File: src/gpio_pin_pkg.sv
package gpio_pin_pkg;

  // ****************************************************************
  // Pin groups and controller mapping
  // ****************************************************************
  localparam int NUM_PINS    = 32;
  localparam int LP_N        = 25;
  localparam int MS_N        = 4;
  localparam int AO_N        = 3;
  localparam int MS_BASE     = 25;
  localparam int AO_BASE     = 29;
  localparam int CTRL_N      = 3;
  localparam int CTRL_W      = 32;
  localparam int FUNC_N      = 8;
  localparam int LP_CTRL0_N  = 16;
  localparam int LP_HI_CTRL  = 1;
  localparam int LP_HI_BIT0  = 0;
  localparam int MS_CTRL     = 2;
  localparam int MS_BIT0     = 15;
  localparam int AO_CTRL     = 1;
  localparam int AO_BIT0     = 29;

  // ****************************************************************
  // Field positions and reset values
  // ****************************************************************
  localparam int LP_FSEL_STRIDE   = 4;
  localparam int LP_FSEL_PER_WORD = 8;
  localparam int AO_FSEL_STRIDE   = 4;
  localparam int MS_PULL_DIS_LSB  = 4;
  localparam int MS_PULL_TYPE_LSB = 0;
  localparam int WAKE_RADIO_BIT   = 0;
  localparam logic [2:0] FSEL_GPIO          = 3'h0;
  localparam logic [1:0] WAKE_FUNCTION_VALUE = 2'h1;
  localparam logic [1:0] AO0_FSEL_RST       = 2'h1;
  localparam logic [3:0] MS_MODE_RST        = 4'hF;
  localparam logic [7:0] MS_PULL_RST        = 8'hF0;
  localparam logic [NUM_PINS-1:0] PAD_PULL_UP_RST = 32'hE1FFFFFF;

  // ****************************************************************
  // Types
  // ****************************************************************
  typedef enum logic [4:0] {
    SEL_OUT_VALUE    = 5'h00,
    SEL_OE_SET       = 5'h01,
    SEL_OE_CLR       = 5'h02,
    SEL_IEN_SET      = 5'h03,
    SEL_IEN_CLR      = 5'h04,
    SEL_ITYPE_SET    = 5'h05,
    SEL_ITYPE_CLR    = 5'h06,
    SEL_IPOL_SET     = 5'h07,
    SEL_IPOL_CLR     = 5'h08,
    SEL_ISTAT_CLR    = 5'h09,
    SEL_LP_FSEL      = 5'h0A,
    SEL_INVERT       = 5'h0B,
    SEL_PULL_DIS     = 5'h0C,
    SEL_PULL_TYPE    = 5'h0D,
    SEL_MS_PULL      = 5'h0E,
    SEL_MS_MODE      = 5'h0F,
    SEL_AO_FSEL      = 5'h10,
    SEL_AO_PULL_DIS  = 5'h11,
    SEL_WAKE_CTRL    = 5'h12
  } reg_sel_e;

  typedef struct packed {
    logic              valid;
    reg_sel_e          sel;
    logic [1:0]        idx;
    logic [CTRL_W-1:0] data;
  } reg_cmd_s;

  typedef struct packed {
    logic [NUM_PINS-1:0] out;
    logic [NUM_PINS-1:0] oe;
    logic [NUM_PINS-1:0] pull_up;
    logic [NUM_PINS-1:0] pull_down;
  } pad_s;

  typedef struct packed {
    logic [NUM_PINS-1:0]            s1;
    logic [NUM_PINS-1:0]            s2;
    logic [NUM_PINS-1:0]            s3;
    logic [CTRL_N-1:0][CTRL_W-1:0]  out_val;
    logic [CTRL_N-1:0][CTRL_W-1:0]  oe;
    logic [CTRL_N-1:0][CTRL_W-1:0]  ien;
    logic [CTRL_N-1:0][CTRL_W-1:0]  ipol;
    logic [CTRL_N-1:0][CTRL_W-1:0]  itype;
    logic [CTRL_N-1:0][CTRL_W-1:0]  istat;
    logic [CTRL_N-1:0][CTRL_W-1:0]  in_data;
    logic [LP_N-1:0][2:0]           lp_fsel;
    logic [AO_N-1:0][1:0]           ao_fsel;
    logic [LP_N-1:0]                invert;
    logic [LP_N-1:0]                pull_dis;
    logic [LP_N-1:0]                pull_type;
    logic [7:0]                     ms_pull;
    logic [MS_N-1:0]                ms_analog;
    logic [AO_N-1:0]                ao_pull_dis;
    logic                           radio_en;
    pad_s                           pad;
    logic [NUM_PINS-1:0]            periph_in;
    logic [CTRL_N-1:0]              int_req;
    logic                           cpu_wake;
    logic                           radio_wake;
  } state_s;

  // ****************************************************************
  // Helpers
  // ****************************************************************
  function automatic logic [1:0] pin_ctrl(input int i);
    if (i < LP_CTRL0_N) begin
      return 2'h0;
    end else if (i < MS_BASE) begin
      return 2'(LP_HI_CTRL);
    end else if (i < AO_BASE) begin
      return 2'(MS_CTRL);
    end
    return 2'(AO_CTRL);
  endfunction : pin_ctrl

  function automatic logic [4:0] pin_bit(input int i);
    if (i < LP_CTRL0_N) begin
      return 5'(i);
    end else if (i < MS_BASE) begin
      return 5'(i - LP_CTRL0_N + LP_HI_BIT0);
    end else if (i < AO_BASE) begin
      return 5'(i - MS_BASE + MS_BIT0);
    end
    return 5'(i - AO_BASE + AO_BIT0);
  endfunction : pin_bit

  function automatic logic [CTRL_W-1:0] set_clr(input logic [CTRL_W-1:0] cur, input logic set,
                                                input logic [CTRL_W-1:0] d);
    return set ? (cur | d) : (cur & ~d);
  endfunction : set_clr

  // {enable, polarity, type}: level when type 0, edge when type 1
  function automatic logic int_hit(input logic en, input logic pol, input logic typ,
                                   input logic lvl, input logic prev);
    logic want;
    want = pol ? lvl : ~lvl;
    if (!en) begin
      return 1'b0;
    end else if (!typ) begin
      return want;
    end
    return want & (lvl ^ prev);
  endfunction : int_hit

endpackage : gpio_pin_pkg

File: src/gpio_pin_config_wake_irq.sv
`timescale 1ns/1ns
module gpio_pin_config_wake_irq
  import gpio_pin_pkg::*;
(
  // Clock and reset
  input  wire logic                                  clk_i,
  input  wire logic                                  nrst_i,
  // Register write command
  input  wire reg_cmd_s                              cmd_i,
  // Pads
  input  wire logic [NUM_PINS-1:0]                   pad_i,
  output pad_s                                       pad_o,
  output logic [MS_N-1:0]                            analog_en_o,
  // Peripherals
  input  wire logic [NUM_PINS-1:0][FUNC_N-1:0]       periph_out_i,
  input  wire logic [NUM_PINS-1:0][FUNC_N-1:0]       periph_oe_i,
  output logic [NUM_PINS-1:0]                        periph_in_o,
  // Status
  output logic [CTRL_N-1:0][CTRL_W-1:0]              in_data_o,
  output logic [CTRL_N-1:0][CTRL_W-1:0]              int_status_o,
  output logic [CTRL_N-1:0]                          int_o,
  output logic                                       cpu_wake_o,
  output logic                                       radio_wake_o
);

  state_s r_reg;
  state_s r_next;

  // ****************************************************************
  // Next state
  // ****************************************************************
  always_comb begin
    logic [CTRL_N-1:0][CTRL_W-1:0] lvl;
    logic [CTRL_N-1:0][CTRL_W-1:0] prv;
    logic [1:0]                    c;
    logic [4:0]                    b;
    logic [2:0]                    fsel;
    logic                          ctl_ok;
    logic                          own;
    logic                          wake_pin;
    logic                          analog;
    logic                          pdis;
    logic                          ptyp;
    logic                          rise;
    logic                          inv;
    int                            p;
    lvl      = '0;
    prv      = '0;
    c        = 2'h0;
    b        = 5'h00;
    fsel     = FSEL_GPIO;
    own      = 1'b1;
    wake_pin = 1'b0;
    analog   = 1'b0;
    pdis     = 1'b0;
    ptyp     = 1'b0;
    rise     = 1'b0;
    inv      = 1'b0;
    p        = 0;
    ctl_ok   = int'(cmd_i.idx) < CTRL_N;
    r_next   = r_reg;

    // Two-stage pad synchroniser plus one history stage for edges
    r_next.s1 = pad_i;
    r_next.s2 = r_reg.s1;
    r_next.s3 = r_reg.s2;

    // Software writes
    if (cmd_i.valid) begin
      case (cmd_i.sel)
        SEL_OUT_VALUE: begin
          if (ctl_ok) r_next.out_val[cmd_i.idx] = cmd_i.data;
        end
        SEL_OE_SET, SEL_OE_CLR: begin
          if (ctl_ok) r_next.oe[cmd_i.idx] = set_clr(r_reg.oe[cmd_i.idx], cmd_i.sel == SEL_OE_SET,
                                                     cmd_i.data);
        end
        SEL_IEN_SET, SEL_IEN_CLR: begin
          if (ctl_ok) r_next.ien[cmd_i.idx] = set_clr(r_reg.ien[cmd_i.idx], cmd_i.sel == SEL_IEN_SET,
                                                      cmd_i.data);
        end
        SEL_ITYPE_SET, SEL_ITYPE_CLR: begin
          if (ctl_ok) r_next.itype[cmd_i.idx] = set_clr(r_reg.itype[cmd_i.idx],
                                                        cmd_i.sel == SEL_ITYPE_SET, cmd_i.data);
        end
        SEL_IPOL_SET, SEL_IPOL_CLR: begin
          if (ctl_ok) r_next.ipol[cmd_i.idx] = set_clr(r_reg.ipol[cmd_i.idx],
                                                       cmd_i.sel == SEL_IPOL_SET, cmd_i.data);
        end
        SEL_ISTAT_CLR: begin
          if (ctl_ok) r_next.istat[cmd_i.idx] = r_reg.istat[cmd_i.idx] & ~cmd_i.data;
        end
        SEL_LP_FSEL: begin
          for (int k = 0; k < LP_FSEL_PER_WORD; k++) begin
            p = int'(cmd_i.idx) * LP_FSEL_PER_WORD + k;
            if (p < LP_N) r_next.lp_fsel[p] = cmd_i.data[k*LP_FSEL_STRIDE +: 3];
          end
        end
        SEL_INVERT: begin
          r_next.invert = cmd_i.data[LP_N-1:0];
        end
        SEL_PULL_DIS: begin
          r_next.pull_dis = cmd_i.data[LP_N-1:0];
        end
        SEL_PULL_TYPE: begin
          r_next.pull_type = cmd_i.data[LP_N-1:0];
        end
        SEL_MS_PULL: begin
          r_next.ms_pull = cmd_i.data[7:0];
        end
        SEL_MS_MODE: begin
          r_next.ms_analog = cmd_i.data[MS_N-1:0];
        end
        SEL_AO_FSEL: begin
          for (int k = 0; k < AO_N; k++) begin
            r_next.ao_fsel[k] = cmd_i.data[k*AO_FSEL_STRIDE +: 2];
          end
        end
        SEL_AO_PULL_DIS: begin
          r_next.ao_pull_dis = cmd_i.data[AO_N-1:0];
        end
        SEL_WAKE_CTRL: begin
          r_next.radio_en = cmd_i.data[WAKE_RADIO_BIT];
        end
        default: begin
        end
      endcase
    end

    // Pads, pulls and controller input data
    r_next.in_data = '0;
    for (int i = 0; i < NUM_PINS; i++) begin
      c        = pin_ctrl(i);
      b        = pin_bit(i);
      lvl[c][b] = r_reg.s2[i];
      prv[c][b] = r_reg.s3[i];
      fsel     = FSEL_GPIO;
      wake_pin = 1'b0;
      analog   = 1'b0;
      inv      = 1'b0;
      if (i < LP_N) begin
        fsel = r_reg.lp_fsel[i];
        inv  = r_reg.invert[i];
        pdis = r_reg.pull_dis[i];
        ptyp = r_reg.pull_type[i];
      end else if (i < AO_BASE) begin
        analog = r_reg.ms_analog[i-MS_BASE];
        pdis   = r_reg.ms_pull[MS_PULL_DIS_LSB + i - MS_BASE];
        ptyp   = r_reg.ms_pull[MS_PULL_TYPE_LSB + i - MS_BASE];
      end else begin
        fsel     = {1'b0, r_reg.ao_fsel[i-AO_BASE]};
        wake_pin = r_reg.ao_fsel[i-AO_BASE] == WAKE_FUNCTION_VALUE;
        pdis     = r_reg.ao_pull_dis[i-AO_BASE];
        ptyp     = 1'b0;
      end
      // A wake-selected always-on pin stays an input owned by the controller
      own = (fsel == FSEL_GPIO) || wake_pin;
      if (!own) begin
        r_next.pad.out[i] = periph_out_i[i][fsel];
        r_next.pad.oe[i]  = periph_oe_i[i][fsel];
      end else if (wake_pin) begin
        r_next.pad.out[i] = 1'b0;
        r_next.pad.oe[i]  = 1'b0;
      end else begin
        r_next.pad.out[i] = r_reg.out_val[c][b] ^ inv;
        r_next.pad.oe[i]  = r_reg.oe[c][b] & ~analog;
      end
      // One pull circuit, same encoding in both directions
      r_next.pad.pull_up[i]   = ~pdis & ~ptyp;
      r_next.pad.pull_down[i] = ~pdis & ptyp;
      r_next.periph_in[i]     = own ? 1'b0 : r_reg.s2[i];
      r_next.in_data[c][b]    = (own && !analog) ? r_reg.s2[i] : 1'b0;
      if (wake_pin && r_reg.s2[i] && !r_reg.s3[i]) begin
        rise = 1'b1;
      end
    end

    // Interrupt sensing: set wins over a same-cycle clear
    for (int q = 0; q < CTRL_N; q++) begin
      for (int j = 0; j < CTRL_W; j++) begin
        if (int_hit(r_reg.ien[q][j], r_reg.ipol[q][j], r_reg.itype[q][j], lvl[q][j], prv[q][j])) begin
          r_next.istat[q][j] = 1'b1;
        end
      end
      r_next.int_req[q] = |r_next.istat[q];
    end

    r_next.cpu_wake   = rise;
    r_next.radio_wake = rise & r_reg.radio_en;
  end

  // ****************************************************************
  // State register
  // ****************************************************************
  always_ff @(posedge clk_i) begin
    if (!nrst_i) begin
      r_reg             <= '0;
      r_reg.pad.pull_up <= PAD_PULL_UP_RST;
      // Synchronisers start at the pulled idle level: no false edge after reset
      r_reg.s1          <= PAD_PULL_UP_RST;
      r_reg.s2          <= PAD_PULL_UP_RST;
      r_reg.s3          <= PAD_PULL_UP_RST;
      r_reg.ao_fsel[0]  <= AO0_FSEL_RST;
      r_reg.ms_analog   <= MS_MODE_RST;
      r_reg.ms_pull     <= MS_PULL_RST;
    end else begin
      r_reg <= r_next;
    end
  end

  // ****************************************************************
  // Outputs
  // ****************************************************************
  assign pad_o        = r_reg.pad;
  assign analog_en_o  = r_reg.ms_analog;
  assign periph_in_o  = r_reg.periph_in;
  assign in_data_o    = r_reg.in_data;
  assign int_status_o = r_reg.istat;
  assign int_o        = r_reg.int_req;
  assign cpu_wake_o   = r_reg.cpu_wake;
  assign radio_wake_o = r_reg.radio_wake;

endmodule : gpio_pin_config_wake_irq

File: config.mk
export PLATFORM = sky130hd
export DESIGN_NAME = gpio_pin_config_wake_irq
export DESIGN_NICKNAME = d
export VERILOG_FILES = /design/src/gpio_pin_pkg.sv /design/src/gpio_pin_config_wake_irq.sv
export SDC_FILE = /design/constraint.sdc
export NUM_CORES = 2
export LEC_CHECK = 0
export BUFFER_PORTS_ARGS = -buffer_cell sky130_fd_sc_hd__clkbuf_2
export CAP_MARGIN = 20
export CORE_AREA = 8 8 361 363
export DETAILED_ROUTE_END_ITERATION = 12
export DIE_AREA = 0 0 369 371
export PLACE_DENSITY = 0.62
export RECOVER_POWER = 100
export SLEW_MARGIN = 40
export SYNTH_ARGS = -nofsm -noshare
export SYNTH_HDL_FRONTEND = slang
export SYNTH_SLANG_ARGS = --single-unit
File: constraint.sdc
create_clock -name clk_i -period 2.8 [get_ports clk_i]
set_clock_uncertainty 0.15 [all_clocks]
set_input_delay 0.84 -clock clk_i [delete_from_list [all_inputs] [get_ports clk_i]]
set_output_delay 0.84 -clock clk_i [all_outputs]
set_load 0.05 [all_outputs]
==> results.yml <==
status:
  status: "finished, violations left"
  violations: "setup timing"
route:
  firstDrtPassIters: 6
  ant_nets: 0
  drc: 0
  vias: 39231
  drt_iter0_markers: 4013
  via_per_inst: 5.33
  totalWireLength_mm: 193
  post_drt_wl_per_cell_um: 26.2
sta:
  fin_crit_ns: 2.86
  final-setup-viol-count: 1
  fmax_mhz: 350
  drv_slew: 0
  worst_slew_pin_slew_ns: 1.20
  fin_ws_ns: -0.0564
  min_period_over_period: 1.02
  rsz0062_at_grt: "no"
  slew_headroom: 0.200
  hold_viol_final: 0
logic_synthesis:
  synth-xor-area-share: 0.00516
  synthAdderAreaFrac: 0
  synth-edff-count: 0
  synth_top_family_by_area: "simple AND/OR/NAND/NOR gates"
  synth_most_common_cell: "nand2_1"
  synthFlopType: "dfxtp_1"
  synth-compound-area-share: 0.139
  syn_area_um2: 42400
  yosys_register_bits: 940
  ys_seq_area_frac: 0.444
  synth_simple_gate_area_frac: 0.203
  synth_common_cells: "nand2_1, dfxtp_1, a21oi_1"
  synth_warnings: 0
  yosys.cell_types.count: 53
  synthDominantCellAreaShare: 0.444
  yosysTopAreaCell: "dfxtp_1"
  synthesis.instances: 5092
  synth.area.top_cells: "dfxtp_1, nand2_1, a21oi_1"
  async_flop_share: 0
  syn_avg_cell_area_um2: 8.33
  muxShareOfSynthArea: 0.108
cells_and_area:
  syn_to_final_growth_pct: 19.3
  final_area_um2: 50600
  instances_no_fill: 7363
  nets: 6205
  fillCellCount: 12681
  largest_reg_flops: 586
  drive_gt1_frac: 0.198
placed_design:
  place_area_um2: 47700
  numPlacedInstances: 7166
  place.detailed.hpwl_mm: 143
  numPortBuffers: 725
  gp_congestion: 0.950
clocking:
  cts_made_buffers: 101
  cts_buffer_depth: 3
  cts_root_buf: "clkbuf_16"
  cts_tree: "yes"
  clk_transition_reported_paths_ns: 0.06
  htree_levels: 3
  cts_sinks: 940
  clk-insertion-delay-late_ns: 0.69
  cts_setup_buffers: 0
setup_path:
  arrival_ns: 3.25
  reg2reg_from: "r_reg[539]$_SDFFE_PN0P_"
  critPathRequiredTime_ns: 3.19
  cp_max_fo: 28
  critPathCaptureType: "flop"
  r2r_setup_slack_ns: 0.28
  criticalPathCategory: "in2reg"
  rr_endpoint: "int_o[0]$_SDFF_PN0_"
  reg2reg_depth: 8
  critPathLaunchType: "input port"
global_routing:
  grt_pass1_vias: 36594
  gr-total-overflow: 0
  grt_pass1_wl_mm: 267
  antenna_found_initial: 29
  track_usage: 0.265
  grt_max_degree: 89
floorplanning:
  ios: 947
  initial_core_util: 0.340
  fp.dieW_um: 369
  rows: 130
  core_area_um2: 125000
  fp.dieArea_um2: 137000
  dieHeight_um: 371
run:
  cap_violations: 0
power:
  p_leak_nw: 19.2
  powerDensity_nw_per_um2: 598
  pwr-share-seq: 0.449
  p_switching_w: 0.00754
  power.share.clock: 0.476
  p_int_w: 0.0227
  irDropWorstVdd_mv: 0.507
  comb_power_share: 0.075
  p_sw_frac: 0.249
hold_path:
  min_to: "r_next[1060]$_SDFF_PN1_"
  holdCritStartpoint: "pad_i[19]"
  min_path_cells: 2
  hp-class: "in2reg"
power groups by stage:
stage / combinational (W) / sequential, W / clock, W
2_1_floorplan: 0.00136 / 0.0138 / 0
3_3_place_gp: 0.00227 / 0.0139 / 0
3_5_place_dp: 0.00229 / 0.0139 / 0
4_1_cts: 0.00230 / 0.0136 / 0.0146
5_1_grt: 0.00237 / 0.0136 / 0.0151
6_report: 0.00226 / 0.0136 / 0.0144
placed cells by master (no fill, tap or decap), drive strengths merged, types with 24 or more instances in the layout:
master   Yosys  layout
nand2     1198    1198
dfxtp      940     940
clkbuf     277     920
a21oi      711     711
nor2       416     416
buf        461     314
mux2i      231     231
a211oi     153     153
nor3       108     108
mux4       100     100
nand2b      94      94
conb         1      71
nor2b       68      68
o21ai       43      43
nand3       38      38
a22oi       30      30
nor3b       28      28
a2bb2oi     25      25
xor2        25      25
and2        24      24
layout make-up:
class / instances / area [um^2] / area share
multi-input combinational: 3482 / 19600 / 0.388
clock buffer: 142 / 2960 / 0.0584
timing repair buffer: 1092 / 6480 / 0.128
sequential: 940 / 18800 / 0.372
tap: 1650 / 2060 / 0.0408
clock inverter: 41 / 591 / 0.0117
antenna: 14 / 35.0 / 0.000693
inverter: 2 / 11.3 / 0.000223
metal layers:
metal	vias to the layer above	global-route usage	part of all wire
met4	12	0.101	0.041
li1	17868	-	-
met1	18949	0.342	0.40
met2	2025	0.416	0.45
met3	377	0.0786	0.11
met5	-	0	0.00041
what timing repair did:
action / 4_1_cts / 5_1_grt
gates resized for setup: 1 / 2
hold buffers: 0 / 0
setup endpoints to repair: 1 / 2
worst max-delay path, stage by stage:
cell and delay [ns]:
clkbuf_2 0.15, and4bb_4 0.42, nand3_4 0.19, buf_12 0.22, a211oi_1 0.45, nand4_1 0.22, nor4_1 0.37, clkbuf_1 0.23
a41oi_1 0.13
kinds of logic after synthesis:
kind of cell | count (synthesis)
AO/OA/AOI/OAI | 1024
XOR/XNOR | 25
buffers and inverters | 740
flip-flops | 940
multiplexers | 331
other | 1
AND/OR/NAND/NOR | 2031
how the worst max path moves through the flow:
stage          startpoint                       to  slack (ns)  depth (start not counted)
2_1_floorplan   cmd_i[34]      int_o[0]$_SDFF_PN0_        0.12                          9
3_3_place_gp    cmd_i[36]      int_o[1]$_SDFF_PN0_       -0.75                         10
3_5_place_dp    cmd_i[36]      int_o[1]$_SDFF_PN0_       -0.72                         10
4_1_cts         cmd_i[36]      int_o[0]$_SDFF_PN0_        0.06                          9
5_1_grt            nrst_i  r_reg[537]$_SDFFE_PN0P_       0.007                          5
6_report        cmd_i[36]      int_o[1]$_SDFF_PN0_       -0.06                          9
metrics by stage:
stage               hold slack [ns]  worst slack, ns  utilization  power, W  setup TNS (ns)
finish                        0.186          -0.0564        0.406    0.0303         -0.0564
floorplan                     0.208            0.115            -    0.0152               0
global route                  0.188          0.00673        0.406    0.0311               0
detailed placement            0.220           -0.721        0.383    0.0162          -57.91
global placement              0.215           -0.751        0.383    0.0162          -55.72
CTS                           0.151           0.0562        0.411    0.0305               0
No activity file was read; power rests on OpenSTA's default activity.
